### src/hw/oear_pkg.sv
// Shared constants and types for the OTG event and accessory register block
package oear_pkg;

   localparam int unsigned ADDR_W = 6;
   localparam int unsigned DATA_W = 8;
   localparam int unsigned EVT_W = 5;

   // Register addresses, immediate access space
   localparam logic [ADDR_W-1:0] ADDR_EVT_LATCH = 6'h14;
   localparam logic [ADDR_W-1:0] ADDR_LINE_VIEW = 6'h15;
   localparam logic [ADDR_W-1:0] ADDR_SCRATCH = 6'h16;
   localparam logic [ADDR_W-1:0] ADDR_ACC_CTRL = 6'h19;
   localparam logic [ADDR_W-1:0] ADDR_ACC_IRQ_EN = 6'h1d;
   localparam logic [ADDR_W-1:0] ADDR_ACC_STATUS = 6'h20;
   localparam logic [ADDR_W-1:0] ADDR_VEND_CONV = 6'h36;

   // Offsets within a write/set/clear window
   localparam logic [1:0] SEL_WRITE = 2'h0;
   localparam logic [1:0] SEL_SET = 2'h1;
   localparam logic [1:0] SEL_CLEAR = 2'h2;

   // Event latch bit positions
   localparam int unsigned EVT_UNPLUG = 0;
   localparam int unsigned EVT_BUS_PWR = 1;
   localparam int unsigned EVT_SESS_OK = 2;
   localparam int unsigned EVT_SESS_OVER = 3;
   localparam int unsigned EVT_ID_GND = 4;

   // Accessory control fields
   localparam int unsigned ACC_ID_LOW = 1;
   localparam int unsigned ACC_TX_ROUTE = 2;
   localparam int unsigned ACC_RX_ROUTE = 3;
   localparam int unsigned ACC_LEFT = 4;
   localparam int unsigned ACC_RIGHT = 5;
   localparam int unsigned ACC_MIC = 6;
   localparam logic [DATA_W-1:0] ACC_WMASK = 8'h7e;
   localparam logic [DATA_W-1:0] ACC_RESET = 8'h00;

   // Accessory interrupt enable fields
   localparam int unsigned IEN_OPEN_RISE = 0;
   localparam int unsigned IEN_OPEN_FALL = 1;
   localparam int unsigned IEN_CONV = 5;
   localparam logic [DATA_W-1:0] IEN_WMASK = 8'h23;
   localparam logic [DATA_W-1:0] IEN_RESET = 8'h00;

   // Accessory status fields
   localparam int unsigned STAT_OPEN = 0;
   localparam int unsigned STAT_CODE_LO = 3;
   localparam int unsigned STAT_DONE = 6;

   // Vendor conversion register fields
   localparam int unsigned VC_DONE = 3;
   localparam int unsigned VC_START = 4;
   localparam logic [DATA_W-1:0] VC_WMASK = 8'h30;
   localparam logic [DATA_W-1:0] VC_RESET = 8'h00;

   localparam logic [DATA_W-1:0] SCRATCH_RESET = 8'h00;
   localparam logic [2:0] CODE_RESET = 3'h0;

   // Resistor conversion time
   localparam int unsigned CONV_TIME_US = 282;
   localparam int unsigned CLK_MHZ = 40;
   localparam int unsigned CONV_CYCLES_DEF = CONV_TIME_US * CLK_MHZ;

   typedef enum logic [0:0] {
      CT_IDLE = 1'b0,
      CT_BUSY = 1'b1
   } oear_conv_state_t;

endpackage : oear_pkg

### src/hw/oear_edge_latch.sv
// Edge detector with per-bit masks and sticky latch, clear loses to set
`timescale 1ns/1ps
module oear_edge_latch #(
   parameter int unsigned W = 5
) (
   input wire logic core_clk_i,         // System clock
   input wire logic rst_i,              // Synchronous reset
   input wire logic [W-1:0] level_i,    // Watched levels
   input wire logic [W-1:0] rise_en_i,  // Rising edge enables
   input wire logic [W-1:0] fall_en_i,  // Falling edge enables
   input wire logic clr_i,              // Clear latch
   output logic [W-1:0] evt_o,          // Enabled edge this cycle
   output logic [W-1:0] latch_o         // Sticky events
);
   logic [W-1:0] prev_reg;
   logic [W-1:0] latch_reg;
   logic [W-1:0] latch_next;
   logic armed_reg;
   wire [W-1:0] rise_w = level_i & ~prev_reg;
   wire [W-1:0] fall_w = ~level_i & prev_reg;

   // No edges until prev holds a real sample, avoids a false event at release
   assign evt_o = armed_reg ? ((rise_w & rise_en_i) | (fall_w & fall_en_i)) : '0;
   assign latch_next = (clr_i ? '0 : latch_reg) | evt_o;
   assign latch_o = latch_reg;

   always_ff @(posedge core_clk_i) begin
      if (rst_i) begin
         prev_reg <= '0;
         latch_reg <= '0;
         armed_reg <= 1'b0;
      end else begin
         prev_reg <= level_i;
         latch_reg <= latch_next;
         armed_reg <= 1'b1;
      end
   end
endmodule : oear_edge_latch

### src/hw/oear_conv_timer.sv
// Resistor conversion duration timer
`timescale 1ns/1ps
module oear_conv_timer
   import oear_pkg::*;
#(
   parameter int unsigned CYCLES = oear_pkg::CONV_CYCLES_DEF
) (
   input wire logic core_clk_i,  // System clock
   input wire logic rst_i,       // Synchronous reset
   input wire logic start_i,     // Begin conversion, ignored when busy
   output logic busy_o,          // Conversion running
   output logic done_o           // Last cycle of conversion
);
   localparam int unsigned CNT_W = $clog2(CYCLES) + 1;
   localparam logic [CNT_W-1:0] LAST = CNT_W'(CYCLES - 1);
   oear_conv_state_t state_reg;
   oear_conv_state_t state_next;
   logic [CNT_W-1:0] cnt_reg;
   logic [CNT_W-1:0] cnt_next;

   assign busy_o = (state_reg == CT_BUSY);
   assign done_o = busy_o && (cnt_reg == LAST);

   always_comb begin
      state_next = state_reg;
      cnt_next = cnt_reg;
      unique case (state_reg)
         CT_IDLE: begin
            cnt_next = '0;
            if (start_i) begin
               state_next = CT_BUSY;
            end
         end
         CT_BUSY: begin
            cnt_next = cnt_reg + 1'b1;
            if (done_o) begin
               state_next = CT_IDLE;
               cnt_next = '0;
            end
         end
      endcase
   end

   always_ff @(posedge core_clk_i) begin
      if (rst_i) begin
         state_reg <= CT_IDLE;
         cnt_reg <= '0;
      end else begin
         state_reg <= state_next;
         cnt_reg <= cnt_next;
      end
   end
endmodule : oear_conv_timer

### src/hw/oear_regs.sv
// OTG event latch, line view, scratch and accessory register block
`timescale 1ns/1ps
module oear_regs #(
   parameter int unsigned CONV_CYCLES = oear_pkg::CONV_CYCLES_DEF
) (
   input wire logic core_clk_i,                           // 40 MHz clock
   input wire logic rst_i,                                // Sync reset, high
   input wire logic [oear_pkg::ADDR_W-1:0] reg_addr_i,    // Register address
   input wire logic [oear_pkg::DATA_W-1:0] reg_wdata_i,   // Write data
   input wire logic reg_wr_i,                             // Write strobe
   input wire logic reg_rd_i,                             // Read strobe
   output logic [oear_pkg::DATA_W-1:0] reg_rdata_o,       // Read data
   output logic reg_rvalid_o,                             // Read data valid
   input wire logic host_mode_i,                          // Host mode active
   input wire logic [oear_pkg::EVT_W-1:0] evt_rise_en_i,  // Rising masks
   input wire logic [oear_pkg::EVT_W-1:0] evt_fall_en_i,  // Falling masks
   input wire logic host_unplug_i,                        // Disconnect level
   input wire logic bus_power_ok_i,                       // Bus power valid
   input wire logic session_ok_i,                         // Session valid
   input wire logic session_over_i,                       // Session end
   input wire logic id_grounded_i,                        // ID grounded
   input wire logic [1:0] line_state_i,                   // Live line state
   input wire logic accessory_mode_select_i,              // Accessory mode
   input wire logic ulpi_data0_i,                         // UART transmit in
   input wire logic dp_i,                                 // DP line level
   input wire logic dm_i,                                 // DM line level
   input wire logic id_open_state_i,                      // ID floating
   input wire logic [2:0] id_resistance_code_i,           // Converter result
   input wire logic vendor_conv_irq_en_i,                 // Vendor enable
   output logic alt_int_o,                                // Alt interrupt
   output logic ulpi_data1_o,                             // Data line 1 out
   output logic ulpi_data1_oe_n_o,                        // Data line 1 oe, low
   output logic dm_o,                                     // DM out
   output logic dm_oe_n_o,                                // DM oe, low
   output logic left_speaker_pin_o,                       // Left speaker out
   output logic left_speaker_oe_n_o,                      // Left switch, low
   output logic right_speaker_pin_o,                      // Right speaker out
   output logic right_speaker_oe_n_o,                     // Right switch, low
   output logic id_pin_o,                                 // ID pin out
   output logic id_pin_oe_n_o,                            // ID pulldown, low
   output logic se_rx_disable_o                           // SE receivers off
);
   import oear_pkg::*;

   function automatic logic in_window(input logic [ADDR_W-1:0] addr,
                                      input logic [ADDR_W-1:0] base);
      return (addr >= base) && (addr <= base + 6'h02);
   endfunction : in_window

   function automatic logic [DATA_W-1:0] apply_wsc(input logic [DATA_W-1:0] cur,
                                                   input logic [DATA_W-1:0] wd,
                                                   input logic [ADDR_W-1:0] addr,
                                                   input logic [ADDR_W-1:0] base,
                                                   input logic [DATA_W-1:0] mask);
      logic [ADDR_W-1:0] diff;
      logic [DATA_W-1:0] nv;
      diff = addr - base;
      unique case (diff[1:0])
         SEL_WRITE: nv = wd;
         SEL_SET: nv = cur | wd;
         SEL_CLEAR: nv = cur & ~wd;
         default: nv = cur;
      endcase
      return (nv & mask) | (cur & ~mask);
   endfunction : apply_wsc

   logic [DATA_W-1:0] scratch_reg;
   logic [DATA_W-1:0] acc_reg;
   logic [DATA_W-1:0] ien_reg;
   logic [DATA_W-1:0] vc_reg;
   logic [2:0] code_reg;
   logic done_reg;
   logic [DATA_W-1:0] rdata_next;
   logic [EVT_W-1:0] evt_pulse;
   logic [EVT_W-1:0] evt_latch;
   logic [0:0] open_evt;
   logic conv_busy;
   logic conv_done;

   // Access decode
   wire hit_evt = (reg_addr_i == ADDR_EVT_LATCH);
   wire hit_view = (reg_addr_i == ADDR_LINE_VIEW);
   wire hit_scr = in_window(reg_addr_i, ADDR_SCRATCH);
   wire hit_acc = in_window(reg_addr_i, ADDR_ACC_CTRL);
   wire hit_ien = in_window(reg_addr_i, ADDR_ACC_IRQ_EN);
   wire hit_stat = (reg_addr_i == ADDR_ACC_STATUS);
   wire hit_vc = in_window(reg_addr_i, ADDR_VEND_CONV);
   wire evt_read = reg_rd_i && hit_evt;
   wire vc_read = reg_rd_i && hit_vc;

   // Comparator events; unplug mask gated outside host mode
   wire [EVT_W-1:0] levels_w = {id_grounded_i, session_over_i, session_ok_i,
                                bus_power_ok_i, host_unplug_i};
   wire [EVT_W-1:0] host_gate_w = {{(EVT_W-1){1'b1}}, host_mode_i};

   oear_edge_latch #(
      .W(EVT_W)
   ) u_evt (
      .core_clk_i(core_clk_i),
      .rst_i(rst_i),
      .level_i(levels_w),
      .rise_en_i(evt_rise_en_i & host_gate_w),
      .fall_en_i(evt_fall_en_i & host_gate_w),
      .clr_i(evt_read),
      .evt_o(evt_pulse),
      .latch_o(evt_latch)
   );

   oear_edge_latch #(
      .W(1)
   ) u_open (
      .core_clk_i(core_clk_i),
      .rst_i(rst_i),
      .level_i(id_open_state_i),
      .rise_en_i(ien_reg[IEN_OPEN_RISE]),
      .fall_en_i(ien_reg[IEN_OPEN_FALL]),
      .clr_i(1'b0),
      .evt_o(open_evt),
      .latch_o()
   );

   // Start only from a write or set that leaves the start bit high
   wire [DATA_W-1:0] vc_wr_w = apply_wsc(vc_reg, reg_wdata_i, reg_addr_i, ADDR_VEND_CONV,
                                         VC_WMASK);
   wire conv_start = reg_wr_i && hit_vc && vc_wr_w[VC_START] && !conv_busy;

   oear_conv_timer #(
      .CYCLES(CONV_CYCLES)
   ) u_timer (
      .core_clk_i(core_clk_i),
      .rst_i(rst_i),
      .start_i(conv_start),
      .busy_o(conv_busy),
      .done_o(conv_done)
   );

   // Next register values
   wire [DATA_W-1:0] scratch_next = (reg_wr_i && hit_scr) ?
      apply_wsc(scratch_reg, reg_wdata_i, reg_addr_i, ADDR_SCRATCH, 8'hff) : scratch_reg;
   wire [DATA_W-1:0] acc_next = (reg_wr_i && hit_acc) ?
      apply_wsc(acc_reg, reg_wdata_i, reg_addr_i, ADDR_ACC_CTRL, ACC_WMASK) : acc_reg;
   wire [DATA_W-1:0] ien_next = (reg_wr_i && hit_ien) ?
      apply_wsc(ien_reg, reg_wdata_i, reg_addr_i, ADDR_ACC_IRQ_EN, IEN_WMASK) : ien_reg;
   wire [DATA_W-1:0] vc_held = (reg_wr_i && hit_vc) ? vc_wr_w : vc_reg;
   wire [DATA_W-1:0] vc_next = conv_done ? (vc_held & ~(8'h01 << VC_START)) : vc_held;
   // Completion wins over a same-cycle clearing read
   wire done_next = conv_done || (done_reg && !vc_read);

   // Alternate interrupt sources
   wire conv_irq = conv_done && !done_reg &&
                   (ien_reg[IEN_CONV] || vendor_conv_irq_en_i);
   wire alt_next = conv_irq || open_evt[0];

   // Read views
   wire [DATA_W-1:0] evt_view = {{(DATA_W-EVT_W){1'b0}}, evt_latch};
   wire [DATA_W-1:0] line_view = {6'h00, line_state_i};
   wire [DATA_W-1:0] stat_view = {1'b0, done_reg, code_reg, 2'b00, id_open_state_i};
   wire [DATA_W-1:0] vc_view = {vc_reg[7:4], done_reg, code_reg};
   assign rdata_next = hit_evt ? evt_view :
                       hit_view ? line_view :
                       hit_scr ? scratch_reg :
                       hit_acc ? acc_reg :
                       hit_ien ? ien_reg :
                       hit_stat ? stat_view :
                       hit_vc ? vc_view : 8'h00;

   // Pin behaviour; the transmit route and the data line 1 enable need accessory mode, speaker switches do not
   wire tx_on = accessory_mode_select_i && acc_reg[ACC_TX_ROUTE];
   wire dm_level = tx_on ? ulpi_data0_i : dm_i;
   wire right_closed = acc_reg[ACC_RIGHT] || acc_reg[ACC_MIC];
   wire audio_on = acc_reg[ACC_LEFT] || right_closed;

   always_ff @(posedge core_clk_i) begin
      if (rst_i) begin
         scratch_reg <= SCRATCH_RESET;
         acc_reg <= ACC_RESET;
         ien_reg <= IEN_RESET;
         vc_reg <= VC_RESET;
         code_reg <= CODE_RESET;
         done_reg <= 1'b0;
      end else begin
         scratch_reg <= scratch_next;
         acc_reg <= acc_next;
         ien_reg <= ien_next;
         vc_reg <= vc_next;
         done_reg <= done_next;
         if (conv_done) begin
            code_reg <= id_resistance_code_i;
         end
      end
   end

   always_ff @(posedge core_clk_i) begin
      if (rst_i) begin
         reg_rdata_o <= 8'h00;
         reg_rvalid_o <= 1'b0;
         alt_int_o <= 1'b0;
      end else begin
         reg_rdata_o <= reg_rd_i ? rdata_next : 8'h00;
         reg_rvalid_o <= reg_rd_i;
         alt_int_o <= alt_next;
      end
   end

   // Analog switches are modelled as driven copies of the connected line
   always_ff @(posedge core_clk_i) begin
      if (rst_i) begin
         ulpi_data1_o <= 1'b1;
         ulpi_data1_oe_n_o <= 1'b1;
         dm_o <= 1'b0;
         dm_oe_n_o <= 1'b1;
         left_speaker_pin_o <= 1'b0;
         left_speaker_oe_n_o <= 1'b1;
         right_speaker_pin_o <= 1'b0;
         right_speaker_oe_n_o <= 1'b1;
         id_pin_o <= 1'b0;
         id_pin_oe_n_o <= 1'b1;
         se_rx_disable_o <= 1'b0;
      end else begin
         ulpi_data1_o <= acc_reg[ACC_RX_ROUTE] ? dp_i : 1'b1;
         ulpi_data1_oe_n_o <= !accessory_mode_select_i;
         dm_o <= ulpi_data0_i;
         dm_oe_n_o <= !tx_on;
         left_speaker_pin_o <= dm_level;
         left_speaker_oe_n_o <= !acc_reg[ACC_LEFT];
         right_speaker_pin_o <= dp_i;
         right_speaker_oe_n_o <= !right_closed;
         id_pin_o <= 1'b0;
         id_pin_oe_n_o <= !acc_reg[ACC_ID_LOW];
         se_rx_disable_o <= audio_on;
      end
   end

   // Event latch, line view and scratch checks; edge checks skip the blind cycle after reset
   a_latch_sets: assert property (@(posedge core_clk_i) disable iff (rst_i)
      $rose(session_ok_i) && evt_rise_en_i[EVT_SESS_OK] && !$past(rst_i)
      |=> evt_latch[EVT_SESS_OK])
      else $error("session rise not latched");

   a_read_clears: assert property (@(posedge core_clk_i) disable iff (rst_i)
      evt_read && evt_pulse == '0 |=> evt_latch == '0 && reg_rdata_o[7:5] == 3'b000)
      else $error("event latch not cleared by read");

   a_read_keeps_new: assert property (@(posedge core_clk_i) disable iff (rst_i)
      evt_read && evt_pulse[EVT_ID_GND] |=> evt_latch[EVT_ID_GND])
      else $error("event lost during read");

   a_unplug_host: assert property (@(posedge core_clk_i) disable iff (rst_i)
      !host_mode_i && !evt_latch[EVT_UNPLUG] |=> !evt_latch[EVT_UNPLUG])
      else $error("unplug latched outside host mode");

   a_line_view: assert property (@(posedge core_clk_i) disable iff (rst_i)
      reg_rd_i && hit_view |=> reg_rvalid_o && reg_rdata_o == {6'h00, $past(line_state_i)})
      else $error("line view mismatch");

   a_scratch_set: assert property (@(posedge core_clk_i) disable iff (rst_i)
      reg_wr_i && reg_addr_i == ADDR_SCRATCH + 6'h01
      |=> scratch_reg == ($past(scratch_reg) | $past(reg_wdata_i)))
      else $error("scratch set wrong");

   // Pin and control register checks, each one cycle behind its cause
   a_data1_high: assert property (@(posedge core_clk_i) disable iff (rst_i)
      !acc_reg[ACC_RX_ROUTE] && accessory_mode_select_i |=> ulpi_data1_o && !ulpi_data1_oe_n_o)
      else $error("data line 1 not held high");

   a_rx_route: assert property (@(posedge core_clk_i) disable iff (rst_i)
      acc_reg[ACC_RX_ROUTE] |=> ulpi_data1_o == $past(dp_i))
      else $error("receive route does not follow DP");

   a_tx_route: assert property (@(posedge core_clk_i) disable iff (rst_i)
      tx_on |=> !dm_oe_n_o && dm_o == $past(ulpi_data0_i))
      else $error("transmit route does not drive DM");

   a_id_ground: assert property (@(posedge core_clk_i) disable iff (rst_i)
      acc_reg[ACC_ID_LOW] |=> !id_pin_oe_n_o && !id_pin_o)
      else $error("ID pin not grounded");

   a_acc_reserved: assert property (@(posedge core_clk_i) disable iff (rst_i)
      reg_wr_i && hit_acc |=> acc_reg[0] == 1'b0 && acc_reg[7] == 1'b0)
      else $error("read-only control bit stored");

   a_left_switch: assert property (@(posedge core_clk_i) disable iff (rst_i)
      acc_reg[ACC_LEFT] |=> !left_speaker_oe_n_o && left_speaker_pin_o == $past(dm_level))
      else $error("left switch open or wrong level");

   a_right_switch: assert property (@(posedge core_clk_i) disable iff (rst_i)
      (acc_reg[ACC_RIGHT] || acc_reg[ACC_MIC]) |=> !right_speaker_oe_n_o && se_rx_disable_o)
      else $error("right switch open or receivers on");

   a_right_open: assert property (@(posedge core_clk_i) disable iff (rst_i)
      !acc_reg[ACC_RIGHT] && !acc_reg[ACC_MIC] |=> right_speaker_oe_n_o)
      else $error("right switch closed with both bits clear");

   // Interrupt and status checks
   a_ien_unused: assert property (@(posedge core_clk_i) disable iff (rst_i)
      reg_wr_i && hit_ien |=> ien_reg[4:2] == 3'b000 && ien_reg[7:6] == 2'b00)
      else $error("unimplemented enable bit stored");

   a_open_irq: assert property (@(posedge core_clk_i) disable iff (rst_i)
      $rose(id_open_state_i) && ien_reg[IEN_OPEN_RISE] && !$past(rst_i) |=> alt_int_o)
      else $error("ID float rise not signalled");

   a_stat_view: assert property (@(posedge core_clk_i) disable iff (rst_i)
      reg_rd_i && hit_stat |=> reg_rdata_o[7] == 1'b0 && reg_rdata_o[2:1] == 2'b00
      && reg_rdata_o[0] == $past(id_open_state_i))
      else $error("status view reserved or float bit wrong");

   a_stat_code: assert property (@(posedge core_clk_i) disable iff (rst_i)
      reg_rd_i && hit_stat |=> reg_rdata_o[5:3] == $past(code_reg)
      && reg_rdata_o[6] == $past(done_reg))
      else $error("status code or done bit wrong");

   a_conv_irq: assert property (@(posedge core_clk_i) disable iff (rst_i)
      conv_done && !done_reg && ien_reg[IEN_CONV] |=> alt_int_o && done_reg && !vc_reg[VC_START])
      else $error("conversion completion not signalled");

   a_stat_keeps: assert property (@(posedge core_clk_i) disable iff (rst_i)
      done_reg && !vc_read |=> done_reg)
      else $error("conversion done cleared without vendor read");
endmodule : oear_regs

### config.mk
export PLATFORM = sky130hd
export DESIGN_NAME = oear_regs
export DESIGN_NICKNAME = d
export VERILOG_FILES = /design/src/hw/oear_pkg.sv /design/src/hw/oear_edge_latch.sv /design/src/hw/oear_conv_timer.sv /design/src/hw/oear_regs.sv
export SDC_FILE = /design/constraint.sdc
export NUM_CORES = 1
export LEC_CHECK = 0
export ABC_CLOCK_PERIOD_IN_PS = 5000
export BUFFER_PORTS_ARGS = -buffer_cell sky130_fd_sc_hd__buf_2
export CAP_MARGIN = 20
export CORE_MARGIN = 5
export CORE_UTILIZATION = 59
export CTS_CLUSTER_DIAMETER = 40
export DETAILED_ROUTE_END_ITERATION = 16
export PLACE_DENSITY_LB_ADDON = 0.08
export SETUP_SLACK_MARGIN = 0.3
export SYNTH_ARGS = -nofsm -noshare
export SYNTH_HDL_FRONTEND = slang
export SYNTH_SLANG_ARGS = --single-unit
### constraint.sdc
create_clock -name core_clk_i -period 5 [get_ports core_clk_i]
set_clock_uncertainty 0.2 [all_clocks]
set_input_delay 0.5 -clock core_clk_i [delete_from_list [all_inputs] [get_ports core_clk_i]]
set_output_delay 0.5 -clock core_clk_i [all_outputs]
set_load 0.05 [all_outputs]
=== Yosys cells after proc, flatten, opt, wreduce, memory -nomap -nowiden ===
Cells that the tools add are included.

* Eq/ne operators: 12
* Order comparisons: 8
* Multiplexer cells: 22
* Reductions and logical operators: 40
* Add/subtract/negate cells: 5
* Bitwise logic cells: 32

{| class="wikitable"
|+ Operators with widths
! operator !! count
|-
| 2-to-1 mux 8 bit || 6
|-
| case mux 6 bit (3 select lines) || 2
|-
| AND 5 bit || 6
|-
| case mux 15 bit (2 select lines) || 1
|-
| case mux 8 bit (3 select lines) || 1
|-
| case mux 7 bit (3 select lines) || 1
|-
| 2-to-1 mux 5 bit || 4
|-
| >= comparator 6 x 5 -> 1 bit (second input constant) || 3
|-
| less-or-equal comparator 6 x 5 -> 1 bit (second input constant) || 3
|-
| logical AND 1 bit || 17
|-
| OR 6 x 8 -> 8 bit || 2
|-
| adder 15 x 1 -> 15 bit (second input constant) || 1
|-
| equality test 15 x 14 -> 1 bit (second input constant) || 1
|-
| 2-to-1 mux 15 bit || 1
|-
| AND 6 bit || 2
|-
| equality test 6 x 5 -> 1 bit (second input constant) || 2
|-
| OR 6 bit || 2
|-
| inverter 5 bit || 2
|-
| OR 5 bit || 2
|-
| AND 8 bit || 1
|-
| equality test 2 x 1 -> 1 bit (second input constant) || 4
|-
| equality test 2 bit (second input constant) || 4
|-
| zero test 1 bit || 8
|-
| zero test 2 bit || 4
|-
| other kinds (20) || 39
|}

* Bits of input ports: 45
* Output and inout bits: 21
* Flip-flop bits (word level): 84
* Word-level logic and storage cells: 146

=== Logic depth before layout (Yosys ltp) ===
Gate-level depths: netlist (run 1).

* Depth in word-level cells: 9
* Gate-level depth with buffers: 8
* Depth with buffers taken out: 7

=== Hierarchy ===
Synthesis (run 1) repeated with hierarchy kept, for this count alone.

* Cells, all modules: 386
* Area, all modules: 3442.1 um^2

{| class="wikitable"
|+ Modules (own cells, without submodules)
! module !! area each (um^2) !! instances !! cells an instance
|-
| oear_regs || 2205.9 || 1 || 254
|-
| oear_conv_timer || 691.9 || 1 || 78
|-
| oear_edge_latch (u_evt) || 440.4 || 1 || 44
|-
| oear_edge_latch (u_open) || 103.8 || 1 || 10
|}

=== Worst setup path after synthesis (run 1) ===
No wires, ideal clock.

* Path kind: input to register
* From: input port reg_addr_i[0] (netlist bit)
* To: register scratch_reg[7]
* Data required time: 4.735 ns
* Cell stages on the path: 5
* Setup slack: 2.801 ns
* Arrival: 1.934 ns
* Path buffers: 0
* Path through: or4b_4 o31a_2 nor3_4 mux2_2 nor2_1

* Longest elaborated chain between the ends: 4
* Elaborated cells on any way between the ends: 11
* Classes of those cells: add/sub (1); order compare (2); eq/ne (2); mux (1); reduce/logical (5)

{| class="wikitable"
|+ RTL lines
! item !! RTL line !! RTL
|-
| start, declared || oear_regs.sv:8 || <nowiki>input wire logic [oear_pkg::ADDR_W-1:0] reg_addr_i,</nowiki>
|-
| >= comparator 6 x 5 -> 1 bit, or another cell as far along || oear_regs.sv:47 || <nowiki>return (addr >= base) && (addr <= base + 6'h02);</nowiki>
|-
| logical AND 1 bit, or another cell as far along || oear_regs.sv:47 ||
|-
| logical AND 1 bit or nonzero test 3 bit (tied branches) || - ||
|-
| AND reduction 2 bit (no line) || - ||
|-
| end signal, assigned || oear_regs.sv:182 || <nowiki>scratch_reg <= scratch_next;</nowiki>
|-
| end, declared || oear_regs.sv:67 || <nowiki>logic [DATA_W-1:0] scratch_reg;</nowiki>
|}

Parallel ways exist; a longest one is shown, timed or not.
A chain may end at the register's enable or synchronous reset.

=== Worst setup path in the final report (run 1) ===
* From: input port reg_addr_i[1] (netlist bit)
* To: register reg_rdata_o[5] (netlist bit)

* Longest elaborated chain between the ends: 7
* Elaborated cells on any way between the ends: 21
* Classes of those cells: order compare (8); eq/ne (3); mux (5); reduce/logical (5)

{| class="wikitable"
|+ RTL lines
! item !! RTL line !! RTL
|-
| >= comparator 6 bit or less-or-equal comparator 6 bit (tied branches) || oear_regs.sv:47 ||
|-
| logical AND 1 bit || oear_regs.sv:47 ||
|-
| 2-to-1 mux 8 bit || oear_regs.sv:165 || <nowiki>hit_vc ? vc_view : 8'h00;</nowiki>
|-
| 2-to-1 mux 8 bit || oear_regs.sv:164 || <nowiki>hit_stat ? stat_view :</nowiki>
|-
| 2-to-1 mux 8 bit || oear_regs.sv:163 || <nowiki>hit_ien ? ien_reg :</nowiki>
|-
| 2-to-1 mux 8 bit || oear_regs.sv:162 || <nowiki>hit_acc ? acc_reg :</nowiki>
|-
| 2-to-1 mux 8 bit || oear_regs.sv:161 || <nowiki>hit_scr ? scratch_reg :</nowiki>
|-
| end signal, assigned || oear_regs.sv:199 || <nowiki>reg_rdata_o <= reg_rd_i ? rdata_next : 8'h00;</nowiki>
|-
| end, declared || oear_regs.sv:12 || <nowiki>output logic [oear_pkg::DATA_W-1:0] reg_rdata_o,</nowiki>
|}

Parallel ways exist; a longest one is shown, timed or not.

==> metrics.md, run 1 <==
| Metric | Value |
|---|---|
| Status | finished, final reports clean |
| PostCTS Resize Cnt | 0 |
| WP data required | 5080 ps |
| Num CTS Buffers | 9 |
| DIE AREA | 7060 um^2 |
| Cell area after synthesis | 3230 um^2 |
| Sequential share of the synthesized area | 43.9% |
| DRC Markers | 0 |
| Top FF cell, synth | dfxtp_1 |
| Vias/cell | ~5.8 |
| CP cell instances | buf_2 > inv_1 > ha_1 > nand2b_1 > nor4b_1 > a221oi_1 > a211o_1 > a21oi_1 |
| VDD IR max | 0.220 mV |
| WP data arrival | 2700 ps |
| M1 WL | 3410 um |
| Final Slew Violations | 0 |
| EDFF count, synth | 0 |
| YS warnings | 0 |
| Setup TNS | 0 ps |
| Setup bufs post-CTS | 0 |
| Largest net degree at the start of global routing | 40 |
| Commonest non-fill, non-tap cell in the layout | dfxtp_1 |
| Top layer in use | met4 |
| Layout cells sized above 1 | 20.4% |
| Worst Tran Pin Value | 868 ps |
| CP Launch Type | primary input |
| Worst Path Buf+Inv | 2 |
| Worst skew pair latency | 350 ps |
| Max Buffers Root-to-Sink | 2 |
| Met3 wire len | between 500 and 600 um |
| DR vias | 2951 |
| Gr usage total | a little under a quarter |
| DRT iter0 DRCs | 239 |
| CTS tree | yes |
| Syn avg cell area | 8.69 um^2 |
| Core box area | 5410 um^2 |
| Cell family with most CP delay | simple AND/OR/NAND/NOR gates |
| Asr flop ratio synth | 0% |
| Vias in the first global route | 2809 |
| Row count | 27 |
| Max reg flops | 15 |
| Placed cell count | 493 |
| Seq cells post-synth | 71 |
| Final setup fails | 0 |
| Maximum fanout along the worst path | 11 |
| Initial antenna violation count | 0 |
| Max Cap Violations | 0 |
| First-pass GRT wire length | 13500 um |
| H-tree Lvls | 3 |
| Post-Syn Instances | about 370 |
| Final nets | roughly 490 |
| Max incr delay on CP | between 700 and 800 ps |
| # IOs | 66 |
| Library cells used by synthesis | 51 |
| Dpl cell area | 3580 um^2 |
| Layout area overhead | 17.6% |
| Root buf cell | clkbuf_8 |
| Slowest CP cell | nor4b_1 |
| Clock Sinks | 71 |
| Tcrit/Tclk final | between 50% and 60% |
| Fmax | roughly 380 MHz |
| Min Clock Period, post-route | 2620 ps |
| Net count after synthesis | 425 |
| Chip height | about 84 um |
| Cell Pwr Density | between 300 and 400 nW/um^2 |
| Pre-Repair DR Iteration Count | 5 |
| DP HPWL | 5680 um |
| Die Wd | between 80 and 90 um |
| # hold bufs at CTS | 0 |
| Final instance area | 3800 um^2 |
| CP Capture Type | flip-flop |
| Final RePlAce weighted congestion | 0.933 |
| Final hold violations | 0 |
| Clock Pin Slew Worst Setup and Hold Paths | ~80 ps |
| Most frequent cells in the layout | 71 x dfxtp_1, 64 x buf_2, 37 x nor2_1, 36 x nand2_1, 28 x nor2b_1 |
| Lkg Pwr | 1.47 nW |
| Met2 wire length | 3680 um |
| WL final | 7910 um |
| Post-DR wirelength/cell | 15.5 um |
| Normalized max-slew margin | about two fifths |
| Initial Utilization | 59.8% |
| RSZ-0062 raised after global routing | false |
| Hold crit path type | primary input to flip-flop |
| DRT antenna net count | 0 |
| GR Overflow Total | 0 |
| Antenna diodes | 0 |
| Port Buffer Count | 64 |
| Fin cells | 509 |
| Critical setup path kind | primary input to flip-flop |
## worst min-delay path, cell delays in order
cell,delay (ps)
buf_2,90
nor2_1,40
nand2_1,50
## synthesized netlist by cell type (8+ instances only)
cell	n	area share [%]
a21oi_1	26	4.0
dfxtp_1	71	44
a221oi_1	8	2.2
ha_1	8	3.1
nor3_1	11	1.7
nor2_1	37	4.3
inv_1	12	1.4
nand2_1	36	4.2
a211oi_1	10	2.3
nor2b_1	28	5.4
clkbuf_1	11	1.3
nand3_1	9	1.4
o21ai_0	14	2.2
## report_power, final
group / switching, W / internal, W
registers: 0.00000573 / 0.000575
clock network: 0.000221 / 0.000282
logic: 0.0000708 / 0.0000396
## worst paths after layout
path         slack, ps             end               start  cells past startpoint
max               2380  reg_rdata_o[5]       reg_addr_i[1]                      8
min                150    ulpi_data1_o                dp_i                      3
max reg2reg       2660       alt_int_o  u_timer.cnt_reg[0]                      6
min reg2reg        240   id_pin_oe_n_o          acc_reg[1]                      1
## stage by stage
step | hold slack (ps) | utilization, % | power, W | worst slack (ps)
final | 153 | 70.3 | 0.00119 | 2380
after global routing | 160 | 70.3 | 0.00124 | 2160
after CTS | 143 | 70.3 | 0.00120 | 2460
after detailed placement | 216 | 66.3 | 0.000702 | 2110
after global placement | 209 | 66.3 | 0.000700 | 2230
after floorplan | 168 | - | 0.000660 | 2800
## cell families after synthesis
group | count (synthesis) | share of synthesized area, %
xor gates and xnor gates | 13 | 3.52
adders and majority gates | 8 | 3.09
other | 1 | 0.116
muxes | 9 | 2.90
buffers and inverters | 28 | 3.44
and+or+nand+nor | 151 | 23.8
DFF | 71 | 43.9
AOI/OAI and AO/OA | 91 | 19.2
## layout make-up
class | count | area [um^2]
repair buffers | 64 | 320
fillers | 464 | 1600
multi-input cells | 273 | 1700
flip-flops and latches | 71 | 1420
clock inverters | 7 | 96.3
clock buffers | 9 | 124
well taps | 72 | 90.1
inverters | 13 | 48.8
## per-layer routing
metal | up-vias | track usage, %
li1 | 1445 | -
met1 | 1370 | 30.3
met2 | 106 | 35.7
met3 | 30 | 5.92
met4 | 0 | 11.8
met5 | - | 0
Note: power is estimated with default switching activity, not from simulation.
==> inputs of run 2 (changes only) <==
--- a/config.mk
+++ b/config.mk
@@ -5,11 +5,11 @@
 export SDC_FILE = /design/constraint.sdc
 export NUM_CORES = 1
 export LEC_CHECK = 0
-export ABC_CLOCK_PERIOD_IN_PS = 5000
+export ABC_CLOCK_PERIOD_IN_PS = 2350
 export BUFFER_PORTS_ARGS = -buffer_cell sky130_fd_sc_hd__buf_2
 export CAP_MARGIN = 20
 export CORE_MARGIN = 5
-export CORE_UTILIZATION = 59
+export CORE_UTILIZATION = 49
 export CTS_CLUSTER_DIAMETER = 40
 export DETAILED_ROUTE_END_ITERATION = 16
 export PLACE_DENSITY_LB_ADDON = 0.08
==> constraint.sdc (replaced) <==
create_clock -name core_clk_i -period 2.35 [get_ports core_clk_i]
set_clock_uncertainty 0.2 [all_clocks]
set_input_delay 0.235 -clock core_clk_i [delete_from_list [all_inputs] [get_ports core_clk_i]]
set_output_delay 0.235 -clock core_clk_i [all_outputs]
set_load 0.05 [all_outputs]
==> run 2 against run 1 <==
Compared with the run above:
- utilization shrank 6.3 points
- hold slack worse by 120 ps
- die area up 18%
- via count rose by 0.27%
- critical path type unchanged
==> metrics.md, run 2 (synthesis results as in run 1) <==
| Metric | Value |
|---|---|
| Status | finished, final reports clean |
| First-pass GRT wire length | 13900 um (+3.0%) |
| Clock Pin Slew Worst Setup and Hold Paths | 80 ps (about the same) |
| Max reg flops | 15 (unchanged) |
| Total power draw | 0.00269 W (+130%) |
| Clock Sinks | 71 (unchanged) |
| Cell Pwr Density | 658 nW/um^2 (+110%) |
| R2r worst-path depth | 6 (unchanged) |
| Final instance area | 4090 um^2 (+7.5%) |
| Layout cells sized above 1 | 22.0% (+1.6 points) |
| Layout area overhead | 26.4% |
| Root buf cell | clkbuf_8 |
| H-tree Lvls | 3 (unchanged) |
| Num CTS Buffers | 9 (unchanged) |
| Chip height | 91.2 um (+8.6%) |
| DRT antenna net count | 0 (unchanged) |
| Antenna diodes | 0 (unchanged) |
| Pre-Repair DR Iteration Count | 4 (-1) |
| CTS tree | yes |
| DR vias | 2959 (+0.27%) |
| Crit Reg-Reg Endpoint | alt_int_o |
| Max Cap Violations | 0 (unchanged) |
| DRT iter0 DRCs | 152 (-36%) |
| Setup bufs post-CTS | 0 (unchanged) |
| CP Launch Type | primary input |
| Largest net degree at the start of global routing | 39 (-2.5%) |
| # IOs | 66 (unchanged) |
| Maximum fanout along the worst path | 11 (unchanged) |
| Max Buffers Root-to-Sink | 2 (unchanged) |
| Vias in the first global route | 2828 (+0.68%) |
| Worst setup path endpoint | reg_rdata_o[4] |
| Core box area | 6390 um^2 (+18%) |
| Post-DR wirelength/cell | 15.5 um (-0.21%) |
| Dpl cell area | 3650 um^2 (+1.9%) |
| Gr usage total | 20.3% (-3.0 points) |
| Fmax | 519 MHz |
| Min Clock Period, post-route | approximately 1900 ps |
| DP HPWL | 6060 um (+6.6%) |
| Hold crit path type | primary input to flip-flop |
| RSZ-0062 raised after global routing | false |
| Initial antenna violation count | 0 (unchanged) |
| DIE AREA | 8330 um^2 (+18%) |
| WP data arrival | 1940 ps (-760 ps) |
| WP data required | 2360 ps (-2720 ps) |
| Final Slew Violations | 0 (unchanged) |
| R2r setup slk | 470 ps (-2190 ps) |
| CP Capture Type | flip-flop |
| Final hold violations | 0 (unchanged) |
| VDD IR max | 0.480 mV (+120%) |
| GR Overflow Total | 0 (unchanged) |
| Pre-CTS WS | 94.8 ps (-2020 ps) |
| Critical setup path kind | primary input to flip-flop |
| Slowest CP cell | or4b_4 |
| DRC Markers | 0 (unchanged) |
| Setup slack after layout | 424 ps (-1960 ps) |
| Tcrit/Tclk final | 81.9% |
| Final core occ | 64.0% (-6.3 points) |
| Die Wd | 91.2 um (+8.6%) |
| Most frequent cells in the layout | 70 x dfxtp_1, 64 x buf_2, 37 x nor2_1, 36 x nand2_1, 28 x nor2b_1 |
| Worst setup path startpoint | reg_addr_i[2] |
| Max incr delay on CP | 560 ps (-220 ps) |
| Row count | 29 (+7.4%) |
| Final setup fails | 0 (unchanged) |
| Final nets | 508 (+4.7%) |
| Lkg Pwr | 1.58 nW (+7.4%) |
| Initial Utilization | 50.6% (-9.2 points) |
| WL final | 8330 um (+5.3%) |
| Final RePlAce weighted congestion | 0.879 (-5.8%) |
| CP cell instances | buf_2 > or4b_4 > o31a_2 > nand2b_1 > o21ai_0 > a221oi_1 |
| Setup TNS | 0 ps (unchanged) |
| Vias/cell | 5.51 (-5.0%) |
| Commonest non-fill, non-tap cell in the layout | dfxtp_1 |
| Worst skew pair latency | 350 ps (about the same) |
| RR Startpoint | u_timer.cnt_reg[1] |
| Port Buffer Count | 64 (unchanged) |
## run 2: changes by cell type in the layout (fill, tap and decap cells not counted), sizes merged
cell	change
dlygate4sd3	+15
buf	+8
clkinv	-2
bufinv	+1
clkbuf	+1
## run 2: where the power goes
part / internal, W / switching [W]
Clock: 0.000713 / 0.000485
Sequential: 0.00122 / 0.0000125
Combinational: 0.000104 / 0.000153
Total: 0.00204 / 0.000651
## run 2: metrics by stage
| step | hold slack, ps | std cells |
|---|---|---|
| after CTS | 22.1 | 537 |
| after detailed placement | 216 | 506 |
| final | 38.1 | 537 |
| after global routing | 39.4 | 537 |
| after floorplan | 105 | 372 |
| after global placement | 226 | 506 |
## run 2: layout make-up
type                    count  area (um^2)
multi-input cells         273         1750
clock inverters             6          116
repair buffers             87          531
flip-flops and latches     71         1420
well taps                  77         96.3
clock buffers              10          128
inverters                  13         48.8
fillers                   586         2300
## run 2: timing repair
item,CTS,global route
pin swaps,0,2
cloned,0,0
endpoints found under the setup margin,16,5
resized for setup,2,6
hold buffers,15,0
endpoints found under the hold margin,17,0
## run 2: how the worst min path moves through the flow
stage,from,end,depth (start not counted)
after global placement,acc_reg[1],id_pin_oe_n_o,1
after global routing,reg_wdata_i[5],vc_reg[5],3
after detailed placement,acc_reg[1],id_pin_oe_n_o,1
after floorplan,accessory_mode_select_i,ulpi_data1_oe_n_o,1
after CTS,line_state_i[1],reg_rdata_o[1],3
final,reg_wdata_i[3],acc_reg[3],3
## run 2: critical path, delay by kind of cell
kind	cells	cell delay, ps
buf+inv	1	180
simple gates	2	880
compound gates	3	640
## run 2: routing by layer
metal	track usage (%)	routed length [um]
met1	26.6	3800
met2	32.1	3800
met3	4.63	625
met4	8.68	106
met5	0	0
==> inputs of run 3 (changes only) <==
--- a/config.mk
+++ b/config.mk
@@ -5,11 +5,12 @@
 export SDC_FILE = /design/constraint.sdc
 export NUM_CORES = 1
 export LEC_CHECK = 0
-export ABC_CLOCK_PERIOD_IN_PS = 2350
+export ABC_AREA = 1
+export ABC_CLOCK_PERIOD_IN_PS = 2000
 export BUFFER_PORTS_ARGS = -buffer_cell sky130_fd_sc_hd__buf_2
 export CAP_MARGIN = 20
 export CORE_MARGIN = 5
-export CORE_UTILIZATION = 49
+export CORE_UTILIZATION = 55
 export CTS_CLUSTER_DIAMETER = 40
 export DETAILED_ROUTE_END_ITERATION = 16
 export PLACE_DENSITY_LB_ADDON = 0.08
==> constraint.sdc (replaced) <==
create_clock -name core_clk_i -period 2 [get_ports core_clk_i]
set_clock_uncertainty 0.2 [all_clocks]
set_input_delay 0.2 -clock core_clk_i [delete_from_list [all_inputs] [get_ports core_clk_i]]
set_output_delay 0.2 -clock core_clk_i [all_outputs]
set_load 0.05 [all_outputs]
==> run 3 against run 2 <==
Compared with the run above:
- sequential power is 17% higher
- first-iteration DRC count is 38% higher
- power increased by 4.1%
- non-clock buffer count is 8 higher
- wire length up 8.4%
- flip-flop and latch count unchanged
- global-route usage increased by 2.1 points
- largest cell class unchanged
- via count is 16% higher
- critical path depth increased by 2
- synthesized cell count rose by 32%
==> metrics.md, run 3 <==
| Metric | Value |
|---|---|
| WP data arrival | 1750 ps (-190 ps) |
| CP Capture Type | flip-flop |
| Vias/cell | 5.12 (-7.0%) |
| Switching Share | 27.1% (+2.9 points) |
| GR Overflow Total | 0 (unchanged) |
| Cell area after synthesis | 3520 um^2 (+8.9%) |
| YS warnings | 0 (unchanged) |
| Chip height | 90.0 um (-1.3%) |
| Count leader, synth | nand2_1 |
| CP Launch Type | flip-flop |
| Clock Sinks | 71 (unchanged) |
| Seq cells post-synth | 71 (unchanged) |
| DP HPWL | 6520 um (+7.6%) |
| Lkg Pwr | 1.90 nW (+21%) |
| Root buf cell | clkbuf_8 |
| Critical setup path kind | flip-flop to flip-flop |
| Max reg flops | 15 (unchanged) |
| # IOs | 66 (unchanged) |
| Library cells used by synthesis | 41 (-20%) |
| Sequential share of the synthesized area | 40.4% (-3.6 points) |
| DRC Markers | 0 (unchanged) |
| Clock network fraction of design power | 35.9% (-8.6 points) |
| Pre-Repair DR Iteration Count | 5 (+1) |
| Worst Path Buf+Inv | 1 (unchanged) |
| Synth cell count leaders | 84 x nand2_1, 79 x inv_1, 71 x dfxtp_1 |
| Final Slew Violations | 0 (unchanged) |
| Int Pwr | 0.00204 W (+0.13%) |
| Flop pwr share | 51.8% (+5.9 points) |
| DRT iter0 DRCs | 209 (+38%) |
| VDD IR max | 0.542 mV (+13%) |
| Layout area overhead | 24.6% |
| Num CTS Buffers | 9 (unchanged) |
| Core box area | 6280 um^2 (-1.7%) |
| Maximum fanout along the worst path | 6 (-5) |
| WP data required | 2080 ps (-280 ps) |
| First-pass GRT wire length | 15100 um (+9.3%) |
| Max Buffers Root-to-Sink | 2 (unchanged) |
| Most common cell on crit path | nand2_4 |
| Tcrit/Tclk final | 83.3% |
| Gr usage total | 22.5% (+2.1 points) |
| Leading area contributor after synthesis | dfxtp_1 |
| Max Cap Violations | 0 (unchanged) |
| RSZ-0062 raised after global routing | true |
| Final nets | 639 (+26%) |
| FF+latch area | 1430 um^2 (+0.18%) |
| Combinational share of power | 12.4% (+2.8 points) |
| Net Sw Power | 0.000758 W (+17%) |
| Layout cells sized above 1 | 23.4% (+1.4 points) |
| Final RePlAce weighted congestion | 0.928 (+5.6%) |
| Fmax | 600 MHz |
| Cell family with most CP delay | simple AND/OR/NAND/NOR gates |
| CTS tree | yes |
| Synth top area cells | dfxtp_1 40%, nand2_1 9.0%, inv_1 8.4% |
| Status | finished, final reports clean |
| EDFF count, synth | 0 (unchanged) |
| Syn avg cell area | 7.17 um^2 (-17%) |
| Final core occ | 69.9% (+5.9 points) |
| Port Buffer Count | 64 (unchanged) |
| Post-DR wirelength/cell | 13.5 um (-13%) |
| WL final | 9030 um (+8.4%) |
| DR vias | 3418 (+16%) |
| Multi-input gate area | 1760 um^2 (+1.0%) |
| Asr flop ratio synth | 0% (unchanged) |
| Row count | 29 (unchanged) |
| Net count after synthesis | 544 (+28%) |
| Final hold violations | 0 (unchanged) |
| Commonest non-fill, non-tap cell in the layout | nand2_1 |
| Die Wd | 90.0 um (-1.3%) |
| DRT antenna net count | 0 (unchanged) |
| Antenna diodes | 0 (unchanged) |
| Hold crit path type | primary input to flip-flop |
| Final setup fails | 0 (unchanged) |
| Min Clock Period, post-route | 1670 ps |
| Most frequent cells in the layout | 84 x nand2_1, 78 x inv_1, 68 x dfxtp_1, 64 x buf_2, 49 x o21ai_0 |
| DIE AREA | 8100 um^2 (-2.7%) |
| Worst skew pair latency | 350 ps (about the same) |
| Clock Pin Slew Worst Setup and Hold Paths | 70 ps (about the same) |
| Cell Pwr Density | 638 nW/um^2 (-3.0%) |
| Initial antenna violation count | 0 (unchanged) |
| Initial Utilization | 56.1% (+5.5 points) |
| Fill cell count | 544 (-7.2%) |
| Post-Syn Instances | 491 (+32%) |
| Largest net degree at the start of global routing | 24 (-38%) |
| Max incr delay on CP | 360 ps (-200 ps) |
| CP cell instances | ha_4 > nand3_4 > clkinv_2 > nand2_4 > nor3_4 > nand2_4 > or2_1 > a21oi_2 |
| Yosys top cell area share | 40.4% (-3.6 points) |
| Slowest CP cell | dfxtp_2 |
| Vias in the first global route | 3302 (+17%) |
| H-tree Lvls | 3 (unchanged) |
| Setup TNS | 0 ps (unchanged) |
| Top FF cell, synth | dfxtp_1 |
==> run 3: cell count changes after synthesis, moves of 10 or more <==
cell	previous run	this run
nand2_1	36	84
nor2b_1	28	0
a211oi_1	10	0
inv_1	12	79
a21oi_1	26	46
o21ai_0	14	49
nand3_1	9	25
==> run 3: layout make-up <==
| cell class | instances | share of cell area (%) |
|---|---|---|
| clock inverter | 4 | 0.513 |
| multi-input combinational | 324 | 40.2 |
| tap | 77 | 2.19 |
| sequential | 71 | 32.5 |
| timing repair buffer | 95 | 14.0 |
| clock buffer | 11 | 3.22 |
| inverter | 85 | 7.38 |
==> run 3: worst register-to-register path, cell delays in order, from the launching register on <==
cell and delay [ps]:
dfxtp_2 360, ha_4 160, nand3_4 90, clkinv_2 80, nand2_4 50, nor3_4 230
nand2_4 90, or2_1 230, a21oi_2 120
==> run 3: power groups by stage <==
stage,registers (W),clock network [W],logic [W]
finish,0.00145,0.00100,0.000347
global route,0.00145,0.00108,0.000385
CTS,0.00145,0.00102,0.000336
detailed placement,0.00148,0,0.000303
global placement,0.00148,0,0.000297
floorplan,0.00151,0,0.000164
==> run 3: layer usage <==
layer,global-route usage (%),part of all wire [%],vias to the layer above,routed length (um)
li1,-,-,1764,-
met5,0,0,-,0
met2,36.5,46,105,4140
met1,29.5,46,1533,4150
met4,7.44,1.9,0,173
met3,4.92,6.3,16,567
==> run 3: what timing repair did <==
| action | in CTS | in global routing |
|---|---|---|
| endpoints found under the hold margin | 25 | 0 |
| resized for setup | 1 | 12 |
| setup endpoints to repair | 16 | 25 |
| setup buffers | 0 | 4 |
| pin swaps | 1 | 5 |
| hold buffers | 21 | 0 |
| gates cloned | 0 | 1 |
==> run 3: cells by family after synthesis <==
family	after synthesis	share of synthesized area, %
compound gates	114	17.5
xor+xnor	6	1.49
fa+ha+maj	8	2.84
buf+inv	97	11.0
flops	71	40.4
other cells	1	0.106
simple gates	194	26.7
==> run 3: through the flow <==
| stage | cell area [um^2] | std cells | setup WS, ps | power [W] | hold WS, ps |
|---|---|---|---|---|---|
| after floorplan | 3520 | 491 | 365 | 0.00167 | 70.0 |
| after global placement | 3930 | 626 | 183 | 0.00178 | 179 |
| after detailed placement | 3930 | 626 | 153 | 0.00178 | 188 |
| after CTS | 4310 | 662 | 302 | 0.00280 | 5.28 |
| after global routing | 4390 | 667 | 252 | 0.00292 | 35.8 |
| final | 4390 | 667 | 334 | 0.00280 | 15.6 |
==> run 3: path summary, 6_finish.rpt <==
kind / depth (start not counted) / start / slack, ps / end
setup / recovery: 8 / u_timer.cnt_reg[1] / 330 / alt_int_o
hold / removal: 3 / reg_wdata_i[3] / 20 / acc_reg[3]
setup reg to reg: 8 / u_timer.cnt_reg[1] / 330 / alt_int_o
hold reg to reg: 1 / acc_reg[1] / 210 / id_pin_oe_n_o
